==> src/cis_pkg.sv <==
package cis_pkg;

    localparam int unsigned CODE_W         = 5;
    localparam int unsigned FIELDS_PER_REG = 6;
    localparam int unsigned N_ROUTED       = 12;
    localparam int unsigned N_CPU_INT      = 16;
    localparam int unsigned N_SRC          = 32;
    localparam int unsigned GAP_SLOT       = 3;

    localparam logic [31:0] ADDR_SEL_HIGH  = 32'h019C0000;
    localparam logic [31:0] ADDR_SEL_LOW   = 32'h019C0004;
    localparam logic [31:0] ADDR_STATUS    = 32'h019C0008;
    localparam logic [31:0] ADDR_MASK      = 32'h019C000C;
    localparam logic [31:0] SEL_WR_MASK    = 32'h7FFF7FFF;

    localparam logic [4:0] CODE_HOST_DSP   = 5'h00;
    localparam logic [4:0] CODE_TIMER0     = 5'h01;
    localparam logic [4:0] CODE_TIMER1     = 5'h02;
    localparam logic [4:0] CODE_SDRAM_A    = 5'h03;
    localparam logic [4:0] CODE_GPIO4      = 5'h04;
    localparam logic [4:0] CODE_GPIO5      = 5'h05;
    localparam logic [4:0] CODE_GPIO6      = 5'h06;
    localparam logic [4:0] CODE_GPIO7      = 5'h07;
    localparam logic [4:0] CODE_DMA_DONE   = 5'h08;
    localparam logic [4:0] CODE_EMU_DMA    = 5'h09;
    localparam logic [4:0] CODE_EMU_RX     = 5'h0A;
    localparam logic [4:0] CODE_EMU_TX     = 5'h0B;
    localparam logic [4:0] CODE_SER0_TX    = 5'h0C;
    localparam logic [4:0] CODE_SER0_RX    = 5'h0D;
    localparam logic [4:0] CODE_SER1_TX    = 5'h0E;
    localparam logic [4:0] CODE_SER1_RX    = 5'h0F;
    localparam logic [4:0] CODE_GPIO0      = 5'h10;
    localparam logic [4:0] CODE_SER2_TX    = 5'h11;
    localparam logic [4:0] CODE_SER2_RX    = 5'h12;
    localparam logic [4:0] CODE_TIMER2     = 5'h13;
    localparam logic [4:0] CODE_SDRAM_B    = 5'h14;
    localparam logic [4:0] CODE_RES_A      = 5'h15;
    localparam logic [4:0] CODE_RES_B      = 5'h16;
    localparam logic [4:0] CODE_UTOPIA     = 5'h17;
    localparam logic [4:0] CODE_RES_LO     = 5'h18;
    localparam logic [4:0] CODE_RES_HI     = 5'h1D;
    localparam logic [4:0] CODE_VITERBI    = 5'h1E;
    localparam logic [4:0] CODE_TURBO      = 5'h1F;

    localparam logic [31:0] SEL_LOW_RESET  = {1'b0, CODE_EMU_DMA, CODE_DMA_DONE, CODE_GPIO7,
                                              1'b0, CODE_GPIO6, CODE_GPIO5, CODE_GPIO4};
    localparam logic [31:0] SEL_HIGH_RESET = {1'b0, CODE_TIMER1, CODE_TIMER0, CODE_HOST_DSP,
                                              1'b0, CODE_EMU_TX, CODE_EMU_RX, CODE_SDRAM_A};
    localparam logic [11:0] STATUS_RESET   = 12'h000;
    localparam logic [11:0] MASK_RESET     = 12'h000;
    localparam logic [3:0]  PRIO_RESET     = 4'h0;

    typedef struct packed {
        logic line;
    } cis_route_state_t;

    typedef struct packed {
        logic [31:0] sel_low;
        logic [31:0] sel_high;
        logic [11:0] status;
        logic [11:0] mask;
        logic        rst_line;
        logic        nmi_line;
        logic [31:0] prdata;
        logic        slverr;
        logic [3:0]  prio;
        logic        prio_valid;
    } cis_state_t;

    function automatic logic is_reserved(input logic [4:0] code);
        return (code == CODE_RES_A) || (code == CODE_RES_B) ||
               ((code >= CODE_RES_LO) && (code <= CODE_RES_HI));
    endfunction : is_reserved

    // fields above the gap sit one bit higher
    function automatic int unsigned field_lsb(input int unsigned slot);
        return slot * CODE_W + ((slot >= GAP_SLOT) ? 1 : 0);
    endfunction : field_lsb

    function automatic logic [4:0] field_code(input logic [31:0] low,
                                              input logic [31:0] high,
                                              input int unsigned n);
        logic [31:0] w;
        w = (n < FIELDS_PER_REG) ? low : high;
        return w[field_lsb(n % FIELDS_PER_REG) +: CODE_W];
    endfunction : field_code

endpackage : cis_pkg

==> src/cis_route.sv <==
`timescale 1ns/10ps
module cis_route (
    input  wire logic        pclk,
    input  wire logic        presetn,
    input  wire logic [31:0] sources,
    input  wire logic [4:0]  code,
    output logic             line
);
    cis_pkg::cis_route_state_t st;
    cis_pkg::cis_route_state_t next_st;

    always_comb begin
        next_st = st;
        // pick the coded source, reserved codes stay quiet
        next_st.line = sources[code] & ~cis_pkg::is_reserved(code);
    end

    always_ff @(posedge pclk or negedge presetn) begin
        if (!presetn) begin
            st <= '0;
        end else begin
            st <= next_st;
        end
    end

    assign line = st.line;

    ////////////////////////////////////////////////////////////////////////////////
    a_route_follow: assert property (@(posedge pclk) disable iff (!presetn)
        1'b1 |=> (line == ($past(sources[code]) && !cis_pkg::is_reserved($past(code)))))
        else $error("routed line does not follow selected source");

    a_reserved_quiet: assert property (@(posedge pclk) disable iff (!presetn)
        cis_pkg::is_reserved(code) |=> !line)
        else $error("reserved code drove a line");

endmodule : cis_route

==> src/cis_selector.sv <==
// Chosen here: the register addresses and the APB register port.
`timescale 1ns/10ps
module cis_selector (
    input  wire logic        pclk,
    input  wire logic        presetn,
    input  wire logic        psel,
    input  wire logic        penable,
    input  wire logic        pwrite,
    input  wire logic [31:0] paddr,
    input  wire logic [31:0] pwdata,
    output logic [31:0]      prdata,
    output logic             pready,
    output logic             pslverr,
    input  wire logic        reset_request,
    input  wire logic        nmi_request,
    input  wire logic        host_dsp_event,
    input  wire logic        timer_zero_event,
    input  wire logic        timer_one_event,
    input  wire logic        timer_two_event,
    input  wire logic        sdram_a_refresh_event,
    input  wire logic        sdram_b_refresh_event,
    input  wire logic        gpio_pin0_event,
    input  wire logic        gpio_pin4_event,
    input  wire logic        gpio_pin5_event,
    input  wire logic        gpio_pin6_event,
    input  wire logic        gpio_pin7_event,
    input  wire logic        dma_done_event,
    input  wire logic        emulation_dma_event,
    input  wire logic        emu_exchange_rx_event,
    input  wire logic        emu_exchange_tx_event,
    input  wire logic        serial0_tx_event,
    input  wire logic        serial0_rx_event,
    input  wire logic        serial1_tx_event,
    input  wire logic        serial1_rx_event,
    input  wire logic        serial2_tx_event,
    input  wire logic        serial2_rx_event,
    input  wire logic        utopia_event,
    input  wire logic        viterbi_copro_event,
    input  wire logic        turbo_copro_event,
    output logic [15:0]      cpu_int,
    output logic [3:0]       highest_pending,
    output logic             pending_valid,
    output logic             irq
);
    cis_pkg::cis_state_t st;
    cis_pkg::cis_state_t next_st;
    logic [31:0]         sources;
    logic [11:0]         route_line;
    logic                setup;
    logic                wr_access;
    logic                hit_high;
    logic                hit_low;
    logic                hit_status;
    logic                hit_mask;

    ////////////////////////////////////////////////////////////////////////////////
    // source vector indexed by selector code; reserved codes are tied low
    always_comb begin
        sources                              = '0;
        sources[cis_pkg::CODE_HOST_DSP]      = host_dsp_event;
        sources[cis_pkg::CODE_TIMER0]        = timer_zero_event;
        sources[cis_pkg::CODE_TIMER1]        = timer_one_event;
        sources[cis_pkg::CODE_SDRAM_A]       = sdram_a_refresh_event;
        sources[cis_pkg::CODE_GPIO4]         = gpio_pin4_event;
        sources[cis_pkg::CODE_GPIO5]         = gpio_pin5_event;
        sources[cis_pkg::CODE_GPIO6]         = gpio_pin6_event;
        sources[cis_pkg::CODE_GPIO7]         = gpio_pin7_event;
        sources[cis_pkg::CODE_DMA_DONE]      = dma_done_event;
        sources[cis_pkg::CODE_EMU_DMA]       = emulation_dma_event;
        sources[cis_pkg::CODE_EMU_RX]        = emu_exchange_rx_event;
        sources[cis_pkg::CODE_EMU_TX]        = emu_exchange_tx_event;
        sources[cis_pkg::CODE_SER0_TX]       = serial0_tx_event;
        sources[cis_pkg::CODE_SER0_RX]       = serial0_rx_event;
        sources[cis_pkg::CODE_SER1_TX]       = serial1_tx_event;
        sources[cis_pkg::CODE_SER1_RX]       = serial1_rx_event;
        sources[cis_pkg::CODE_GPIO0]         = gpio_pin0_event;
        sources[cis_pkg::CODE_SER2_TX]       = serial2_tx_event;
        sources[cis_pkg::CODE_SER2_RX]       = serial2_rx_event;
        sources[cis_pkg::CODE_TIMER2]        = timer_two_event;
        sources[cis_pkg::CODE_SDRAM_B]       = sdram_b_refresh_event;
        sources[cis_pkg::CODE_UTOPIA]        = utopia_event;
        sources[cis_pkg::CODE_VITERBI]       = viterbi_copro_event;
        sources[cis_pkg::CODE_TURBO]         = turbo_copro_event;
    end

    ////////////////////////////////////////////////////////////////////////////////
    // one routing stage per maskable line, each fed by its own field
    for (genvar i = 0; i < cis_pkg::N_ROUTED; i++) begin : g_route
        cis_route u_route (
            .pclk    (pclk),
            .presetn (presetn),
            .sources (sources),
            .code    (cis_pkg::field_code(st.sel_low, st.sel_high, i)),
            .line    (route_line[i])
        );
    end

    ////////////////////////////////////////////////////////////////////////////////
    // address decode on the full byte address
    assign hit_high   = (paddr == cis_pkg::ADDR_SEL_HIGH);
    assign hit_low    = (paddr == cis_pkg::ADDR_SEL_LOW);
    assign hit_status = (paddr == cis_pkg::ADDR_STATUS);
    assign hit_mask   = (paddr == cis_pkg::ADDR_MASK);
    assign setup      = psel & ~penable;
    // read data and error are prepared in setup so the access phase needs no wait
    assign wr_access  = psel & penable & pwrite;

    always_comb begin
        next_st = st;
        // fixed lines follow their own requests, never a selector
        next_st.rst_line = reset_request;
        next_st.nmi_line = nmi_request;
        if (setup) begin
            next_st.slverr = ~(hit_high | hit_low | hit_status | hit_mask);
            unique case (1'b1)
                hit_high:   next_st.prdata = st.sel_high;
                hit_low:    next_st.prdata = st.sel_low;
                hit_status: next_st.prdata = {20'h00000, st.status};
                hit_mask:   next_st.prdata = {20'h00000, st.mask};
                default:    next_st.prdata = 32'h00000000;
            endcase
        end
        // gap bits and bit 31 never take a write
        if (wr_access && hit_high) begin
            next_st.sel_high = pwdata & cis_pkg::SEL_WR_MASK;
        end
        if (wr_access && hit_low) begin
            next_st.sel_low = pwdata & cis_pkg::SEL_WR_MASK;
        end
        if (wr_access && hit_mask) begin
            next_st.mask = pwdata[11:0];
        end
        // a set in the same cycle as its write-one clear wins
        next_st.status = st.status & ~((wr_access && hit_status) ? pwdata[11:0] : 12'h000);
        next_st.status = next_st.status | route_line;
        // lowest-numbered active line has highest priority
        next_st.prio_valid = |cpu_int;
        next_st.prio       = cis_pkg::PRIO_RESET;
        for (int j = cis_pkg::N_CPU_INT - 1; j >= 0; j--) begin
            if (cpu_int[j]) begin
                next_st.prio = 4'(j);
            end
        end
    end

    always_ff @(posedge pclk or negedge presetn) begin
        if (!presetn) begin
            st            <= '0;
            st.sel_low    <= cis_pkg::SEL_LOW_RESET;
            st.sel_high   <= cis_pkg::SEL_HIGH_RESET;
            st.status     <= cis_pkg::STATUS_RESET;
            st.mask       <= cis_pkg::MASK_RESET;
        end else begin
            st <= next_st;
        end
    end

    // lines 2 and 3 are reserved and held low
    assign cpu_int         = {route_line, 2'b00, st.nmi_line, st.rst_line};
    assign prdata          = st.prdata;
    assign pready          = 1'b1;
    assign pslverr         = st.slverr & psel & penable;
    assign highest_pending = st.prio;
    assign pending_valid   = st.prio_valid;
    assign irq             = |(st.status & st.mask);

    ////////////////////////////////////////////////////////////////////////////////
    logic [15:0] cpu_int_d;

    always_ff @(posedge pclk or negedge presetn) begin
        if (!presetn) begin
            cpu_int_d <= 16'h0000;
        end else begin
            cpu_int_d <= cpu_int;
        end
    end

    a_fixed_lines: assert property (@(posedge pclk) disable iff (!presetn)
        (cpu_int[3:2] == 2'b00) and (nmi_request |=> cpu_int[1]))
        else $error("fixed lines misbehave");

    a_write_low: assert property (@(posedge pclk) disable iff (!presetn)
        (wr_access && hit_low) |=> (st.sel_low == ($past(pwdata) & cis_pkg::SEL_WR_MASK)))
        else $error("low selector write lost");

    a_write_high: assert property (@(posedge pclk) disable iff (!presetn)
        (wr_access && hit_high) |=> (st.sel_high == ($past(pwdata) & cis_pkg::SEL_WR_MASK)))
        else $error("high selector write lost");

    a_gap_zero: assert property (@(posedge pclk) disable iff (!presetn)
        !st.sel_low[15] && !st.sel_low[31] && !st.sel_high[15] && !st.sel_high[31])
        else $error("unused selector bit set");

    a_sticky_set: assert property (@(posedge pclk) disable iff (!presetn)
        (route_line != 12'h000) |=> ((st.status & $past(route_line)) == $past(route_line)))
        else $error("event lost from status");

    a_prio_order: assert property (@(posedge pclk) disable iff (!presetn)
        pending_valid |-> (cpu_int_d[highest_pending] &&
                           ((cpu_int_d & ((16'h0001 << highest_pending) - 16'h0001)) == 16'h0000)))
        else $error("priority not lowest active line");

    a_unmapped_err: assert property (@(posedge pclk) disable iff (!presetn)
        (setup && !(hit_high || hit_low || hit_status || hit_mask)) |=> (penable |-> pslverr))
        else $error("unmapped access not flagged");

    a_read_low: assert property (@(posedge pclk) disable iff (!presetn)
        (setup && hit_low) |=> (prdata == $past(st.sel_low)))
        else $error("low selector read wrong");

endmodule : cis_selector

==> config.mk <==
export PLATFORM = sky130hd
export DESIGN_NAME = cis_selector
export DESIGN_NICKNAME = d
export VERILOG_FILES = /design/src/cis_pkg.sv /design/src/cis_route.sv /design/src/cis_selector.sv
export SDC_FILE = /design/constraint.sdc
export NUM_CORES = 1
export LEC_CHECK = 0
export ABC_CLOCK_PERIOD_IN_PS = 4100
export BUFFER_PORTS_ARGS = -buffer_cell sky130_fd_sc_hd__buf_2
export CORE_ASPECT_RATIO = 1.1
export CORE_MARGIN = 2
export CORE_UTILIZATION = 63
export CTS_BUF_LIST = sky130_fd_sc_hd__clkbuf_8
export DETAILED_ROUTE_END_ITERATION = 7
export PLACE_DENSITY = 0.88
export SYNTH_ARGS = -nofsm -noshare
export SYNTH_HDL_FRONTEND = slang
export SYNTH_SLANG_ARGS = --single-unit
==> constraint.sdc <==
create_clock -name pclk -period 4.1 [get_ports pclk]
set_input_delay 0.615 -clock pclk [delete_from_list [all_inputs] [get_ports pclk]]
set_output_delay 0.615 -clock pclk [all_outputs]
set_load 0.1 [all_outputs]
==> results.py, run 1 <==
metrics = {
    "drt": {
        "drtIter0Drc": 632,
        "drc": 0,
        "postRouteWirelength_um": 23900,
        "first_pass_iters": 7,
        "post_drt_wl_per_cell_um": 24.8,
        "vias": 6752,
        "drtAntennaViolNets": 0,
        "routed_via_density": 7.00,
    },
    "grt": {
        "grt_pass1_vias": 7027,
        "grt_max_degree": 135,
        "overflow": 0,
        "antenna_found_initial": 0,
        "grt_usage_pct": 34.3,
        "grt_pass1_wl_um": 37500,
    },
    "sta": {
        "relSlewSlack_pct": 53.8,
        "finalSetupViolCount": 0,
        "slew_viol_final": 0,
        "fin_crit_sh_pct": 60.3,
        "clock_skew_ns": 0.00902,
        "rsz0062_at_grt": "no",
        "setup_slack_ns": 1.63,
        "finalSetupTns_ns": 0,
        "fmax_mhz": 404,
        "hold_viol_final": 0,
        "fin_crit_ns": 2.47,
        "tightest_slew_ns": 0.693,
    },
    "setup_path": {
        "end_kind": "output pin",
        "worst_path_max_delay_cell": "dfrtp_1",
        "cpLargestDelayFamily": "compound AO/OA/AOI/OAI gates",
        "cpPeakStageDelay_ns": 0.41,
        "required_ns": 3.48,
        "critical_path_buf_inv_count": 1,
        "r2r_start": "st[122]",
        "reg2regPathDepth": 3,
        "r2r_slack_ns": 2.03,
        "worstPathCellList": "a22o_1 > a221oi_1 > nand3_1 > buf_2",
        "cp-start-kind": "flip-flop",
        "crit_type": "reg2out",
        "critPathMaxFanout": 3,
        "rr_endpoint": "g_route[5].u_route.line",
        "crit_arrival_ns": 1.86,
    },
    "logic_synthesis": {
        "synth_top_family_by_area": "multiplexers",
        "synth.area.top_cells": "dfrtp_1 (33%), mux4_2 (19%), mux2_2 (9.2%)",
        "synthCells": 719,
        "syn_area_per_cell_um2": 11.9,
        "syn_area_mm2": 0.00856,
        "synthArstFlopShare_pct": 100,
        "yosys.area.top_type": "dfrtp_1",
        "synth_warnings": 0,
        "synthMuxAreaShare_pct": 32.6,
        "synth_edf_count": 0,
        "synth_xor_xnor_area_share_pct": 0,
        "synth_ff_type": "dfrtp_1",
        "synthSimpleGateAreaFrac_pct": 7.57,
        "synth_top_area_share_pct": 33.3,
        "ys_types": 50,
        "ys_seq_area_share_pct": 39.4,
        "synthAdderAreaFrac_pct": 0,
        "synth_compound_area_share_pct": 11.1,
        "ys_seq_elements": 134,
    },
    "clocking": {
        "cts_made_buffers": 17,
        "cts_root_buf": "clkbuf_8",
        "clk_pin_slew_ns": 0.08,
        "cts.repair.resized": 0,
        "max-clock-path-buffers": 2,
        "cts_tree": "done",
        "clkLatencyLatePin_ns": 0.45,
        "cts_hold_buf": 0,
        "postCtsSetupBuffers": 0,
        "cts_sinks": 134,
        "htreeDepth": 4,
    },
    "floorplanning": {
        "initial_core_util_pct": 64.6,
        "dieArea_mm2": 0.0145,
        "rows": 44,
        "dieHeight_um": 126,
        "die_x_um": 115,
        "fp.coreArea_mm2": 0.0133,
        "ios": 151,
    },
    "placed_design": {
        "place_area_mm2": 0.00888,
        "placedCellCount": 932,
        "port_buffers": 143,
        "gp_congestion": 0.887,
        "hpwlAfterDp_um": 16200,
        "post-place-ws_ns": 1.27,
    },
    "layout": {
        "antenna-diode-count": 0,
        "syn_to_final_growth_pct": 7.95,
        "drive_gt1_share_pct": 45.4,
        "finalNetCount": 862,
        "fin_area_mm2": 0.00925,
        "fin_util_pct": 69.7,
        "instances_no_fill": 964,
    },
    "power_and_ir_drop": {
        "vdd_drop_max_v": 0.000250,
        "cellLeakagePower_nw": 3.84,
        "power_density_mw_per_mm2": 297,
    },
    "status": {
        "outcome": "finished, final reports clean",
    },
    "hold_path": {
        "whs_endpoint": "cpu_int[1]",
        "hold_depth": 1,
        "hold_class": "in2reg",
        "hp-start": "nmi_request",
    },
    "job": {
        "drv_cap": 0,
    },
}
-- cell type report --
class	count	area (um2)
clock inverter	15	130
tap	184	230
clock buffer	17	234
multi-input combinational	446	4410
timing repair buffer	153	806
inverter	15	56.3
sequential	134	3380
fill	906	4020
-- worst max-delay path by stage --
| stage | from | end | slack, ns | depth (start not counted) |
|---|---|---|---|---|
| 3_5_place_dp | paddr[1] | st[87] | 1.27 | 7 |
| 4_1_cts | st[44] | irq | 1.63 | 4 |
| 6_report | st[44] | irq | 1.63 | 4 |
| 5_1_grt | st[49] | irq | 1.52 | 4 |
| 3_3_place_gp | paddr[1] | st[90] | 1.32 | 7 |
| 2_1_floorplan | paddr[8] | st[66] | 1.88 | 6 |
-- synth_stat cells (all sizes together), types with 14 or more instances --
| library cell | number |
|---|---|
| clkbuf | 47 |
| a21oi | 31 |
| nand2 | 62 |
| buf | 80 |
| dfstp | 20 |
| mux4 | 74 |
| inv | 14 |
| mux2i | 29 |
| dfrtp | 114 |
| a22o | 33 |
| mux2 | 74 |
| nand3 | 16 |
| nor2 | 19 |
-- state kept, by name (all words and copies together) (netlist names) --
signal	cells
highest_pending	4
pending_valid	1
g_route.u_route.line	12
prdata	30
st	85
cpu_int	2
-- power breakdown --
part           total [mW]  leakage, nW  internal (mW)  switching, mW
logic               0.361         1.97          0.112          0.248
registers            1.35         1.69           1.33         0.0152
clock network        1.04        0.176          0.480          0.559
total                2.74         3.84           1.92          0.823
-- worst reg2reg max path: stages, from the launching register on --
cell     delay, ns
dfstp_2       0.68
mux4_2        0.54
mux4_2        0.47
mux2_2        0.28
-- per-stage QoR --
stage               power (mW)  hold WS, ns
floorplan                 1.60        0.319
global placement          1.71        0.479
detailed placement        1.72        0.486
CTS                       2.75        0.243
global route              2.83        0.239
finish                    2.74        0.263
-- cells by family (layout without fill, tap and decap cells) --
| family | Yosys count | in the layout |
|---|---|---|
| AND/OR/NAND/NOR | 133 | 133 |
| other | 2 | 5 |
| AO/OA/AOI/OAI | 131 | 131 |
| buffers and inverters | 142 | 200 |
| flip-flops | 134 | 134 |
| multiplexers | 177 | 177 |
-- cells in the final DEF, fill, tap and decap left out, drive strengths merged, types with 2 or more instances in the layout --
master and count:
nand4 3, o311a 2, dfstp 20, o311ai 3, a21oi 31, nor4 7
mux2 74, nand2b 5, inv 19, o22ai 9, nor2b 4, mux4 74
clkinv 5, a22oi 5, a22o 33, nor3 8, o31ai 6, clkinvlp 5
a21o 12, o211ai 4, nor2 19, clkbuf 17, o221ai 7, o21a 5
nand2 62, a221oi 4, nor4b 2, o21ai 6, conb 5, buf 153
dfrtp 114, nand3 16, and3 2, mux2i 29
-- routing by layer --
metal / share of wire (%) / global-route usage [%] / vias to the layer above
met2: 50 / 56.7 / 513
met1: 35 / 41.6 / 3367
li1: - / - / 2753
met3: 11 / 8.13 / 119
met4: 4.5 / 18.6 / 0
met5: 0 / 0 / -
No activity file was read; power rests on OpenSTA's default activity.
==> run 2: changes to the inputs <==
--- a/config.mk
+++ b/config.mk
@@ -5,14 +5,15 @@
 export SDC_FILE = /design/constraint.sdc
 export NUM_CORES = 1
 export LEC_CHECK = 0
-export ABC_CLOCK_PERIOD_IN_PS = 4100
+export ABC_AREA = 1
+export ABC_CLOCK_PERIOD_IN_PS = 2300
 export BUFFER_PORTS_ARGS = -buffer_cell sky130_fd_sc_hd__buf_2
 export CORE_ASPECT_RATIO = 1.1
 export CORE_MARGIN = 2
-export CORE_UTILIZATION = 63
+export CORE_UTILIZATION = 59
 export CTS_BUF_LIST = sky130_fd_sc_hd__clkbuf_8
 export DETAILED_ROUTE_END_ITERATION = 7
-export PLACE_DENSITY = 0.88
+export PLACE_DENSITY = 0.83
 export SYNTH_ARGS = -nofsm -noshare
 export SYNTH_HDL_FRONTEND = slang
 export SYNTH_SLANG_ARGS = --single-unit
==> constraint.sdc (replaced) <==
create_clock -name pclk -period 2.3 [get_ports pclk]
set_input_delay 0.345 -clock pclk [delete_from_list [all_inputs] [get_ports pclk]]
set_output_delay 0.345 -clock pclk [all_outputs]
set_load 0.1 [all_outputs]
==> results.py, run 2 <==
metrics = {
    "status": {
        "outcome": "finished with violations",
        "violations": "negative hold slack",
    },
    "logic_synthesis": {
        "synthSimpleGateAreaFrac_pct": 23.9,
        "synthMuxAreaShare_pct": 0,
        "synth_most_common_cell": "nand2_1",
        "synthCells": 1253,
        "syn_area_per_cell_um2": 7.11,
        "synth_top_area_share_pct": 32.0,
        "synth_ff_type": "dfrtp_1",
        "ys_types": 50,
        "synth_edf_count": 0,
        "synthAdderAreaFrac_pct": 0,
        "synthArstFlopShare_pct": 100,
        "yosys.area.top_type": "dfrtp_1",
        "synth_warnings": 0,
        "syn_area_mm2": 0.00891,
        "ys_seq_elements": 134,
        "ys_seq_area_share_pct": 37.9,
        "synth_compound_area_share_pct": 23.7,
        "synth_top_family_by_area": "simple AND/OR/NAND/NOR gates",
        "synth_xor_xnor_area_share_pct": 0,
        "synth.area.top_cells": "dfrtp_1 (32%), nand2_1 (14%), o21ai_0 (6.3%)",
        "ys_top_cells_by_count": "nand2_1 (333), inv_1 (139), dfrtp_1 (114)",
    },
    "setup_path": {
        "reg2regPathDepth": 8,
        "cp-start-kind": "flip-flop",
        "end_kind": "output pin",
        "worstPathCellList": "a22o_1 > a221oi_1 > nand3_1 > buf_2",
        "r2r_slack_ns": 0.27,
        "critPathMaxFanout": 3,
        "rr_endpoint": "g_route[3].u_route.line",
        "worst_path_max_delay_cell": "dfrtp_1",
        "r2r_start": "st[113]",
        "crit_arrival_ns": 1.81,
        "cpPeakStageDelay_ns": 0.41,
        "crit_type": "reg2out",
        "required_ns": 1.96,
    },
    "hold_path": {
        "hold_class": "in2async",
    },
    "sta": {
        "tightest_slew_ns": 0.756,
        "finalSetupViolCount": 0,
        "hold_viol_final": 44,
        "slew_viol_final": 0,
        "relSlewSlack_pct": 49.6,
        "rsz0062_at_grt": "no",
        "fin_crit_ns": 2.16,
        "fmax_mhz": 463,
        "fin_crit_sh_pct": 93.9,
        "finalSetupTns_ns": 0,
        "whs_ns": -0.0503,
        "clock_skew_ns": 0.0119,
    },
    "power_and_ir_drop": {
        "cellLeakagePower_nw": 4.64,
        "vdd_drop_max_v": 0.000293,
        "power_density_mw_per_mm2": 519,
    },
    "layout": {
        "syn_to_final_growth_pct": 9.97,
        "finalNetCount": 1429,
        "fin_area_mm2": 0.00980,
        "antenna-diode-count": 0,
        "largest_reg_flops": 85,
        "final_cell_mix": "nand2_1 (332), buf_2 (142), inv_1 (139), dfrtp_1 (114), o21ai_0 (112)",
        "nFillCells": 1382,
        "final_common_cell": "nand2_1",
        "regMostFlops": "st",
        "drive_gt1_share_pct": 18.9,
    },
    "drt": {
        "routed_via_density": 6.02,
        "drc": 0,
        "drtAntennaViolNets": 0,
        "postRouteWirelength_um": 29200,
        "post_drt_wl_per_cell_um": 18.9,
        "first_pass_iters": 7,
        "vias": 9294,
        "drtIter0Drc": 1352,
    },
    "floorplanning": {
        "initial_core_util_pct": 59.7,
        "fp.coreArea_mm2": 0.0149,
        "dieHeight_um": 133,
        "ios": 151,
        "rows": 47,
        "die_x_um": 121,
        "dieArea_mm2": 0.0161,
    },
    "clocking": {
        "postCtsSetupBuffers": 0,
        "clk_pin_slew_ns": 0.07,
        "cts_made_buffers": 17,
        "clkLatencyLatePin_ns": 0.47,
        "cts_root_buf": "clkbuf_8",
        "htreeDepth": 4,
        "cts_sinks": 134,
        "max-clock-path-buffers": 2,
        "cts_tree": "done",
    },
    "placed_design": {
        "port_buffers": 143,
        "hpwlAfterDp_um": 20700,
        "gp_congestion": 1.06,
        "place_area_mm2": 0.00938,
    },
    "grt": {
        "grt_max_degree": 135,
        "overflow": 0,
        "antenna_found_initial": 1,
        "grt_pass1_vias": 8662,
        "grt_pass1_wl_um": 45600,
        "grt_usage_pct": 37.0,
    },
    "job": {
        "drv_cap": 0,
    },
}
==> run 2: worst max-delay path: cells and delay by family, from the launching register on <==
family	cells	cell delay, ns
AOI/OAI and AO/OA	2	0.51
DFF	1	0.41
buffers and inverters	1	0.31
and+or+nand+nor	1	0.12
==> run 2: stage by stage <==
stage / util (%) / total power [mW] / setup WS [ns] / cells
after floorplan: - / 2.81 / 0.317 / 1256
after global placement: 62.8 / 3.05 / 0.194 / 1509
after detailed placement: 62.8 / 3.06 / 0.124 / 1509
after CTS: 65.6 / 5.09 / 0.129 / 1543
after global routing: 65.6 / 5.24 / 0.0573 / 1543
final: 65.6 / 5.09 / 0.141 / 1543
==> run 2: what timing repair did <==
action,4_1_cts,5_1_grt
hold buffers,2,0
endpoints found under the setup margin,0,0
hold endpoints to repair,2,0
resized for setup,0,0
==> run 2: layout make-up <==
| cell class | instances | area [um2] | share of cell area, % |
|---|---|---|---|
| clock buffer | 17 | 234 | 2.39 |
| clock inverter | 15 | 173 | 1.76 |
| inverter | 145 | 544 | 5.55 |
| multi-input combinational | 865 | 4270 | 43.5 |
| sequential | 134 | 3380 | 34.5 |
| tap | 196 | 245 | 2.50 |
| timing repair buffer | 171 | 962 | 9.82 |
==> run 2: layer usage <==
metal / track usage, % / wire [um] / up-vias / part of all wire (%)
li1: - / - / 4297 / -
met1: 46.1 / 10800 / 4196 / 37
met5: 0 / 11 / - / 0.038
met4: 24.8 / 2230 / 2 / 7.6
met2: 56.9 / 12900 / 616 / 44
met3: 8.92 / 3250 / 183 / 11
==> run 2: worst max path at each step <==
stage / start / to / slack [ns] / depth (start not counted)
floorplan: psel / pslverr / 0.32 / 2
global placement: paddr[13] / st[123] / 0.19 / 10
detailed placement: paddr[9] / st[118] / 0.12 / 10
CTS: st[50] / irq / 0.13 / 4
global route: st[50] / irq / 0.06 / 4
finish: st[50] / irq / 0.14 / 4
==> run 2: kinds of logic (layout without fill, tap and decap cells) <==
family                 Yosys count  count (layout)
AO/OA/AOI/OAI                  353             353
buffers and inverters          257             348
flip-flops                     134             134
other                            2               5
AND/OR/NAND/NOR                507             507
==> run 2: report_power, final <==
part	switching (mW)	leakage (nW)	internal, mW
clock	1.07	0.203	0.989
combinational	0.498	2.75	0.147
sequential	0.0167	1.69	2.37
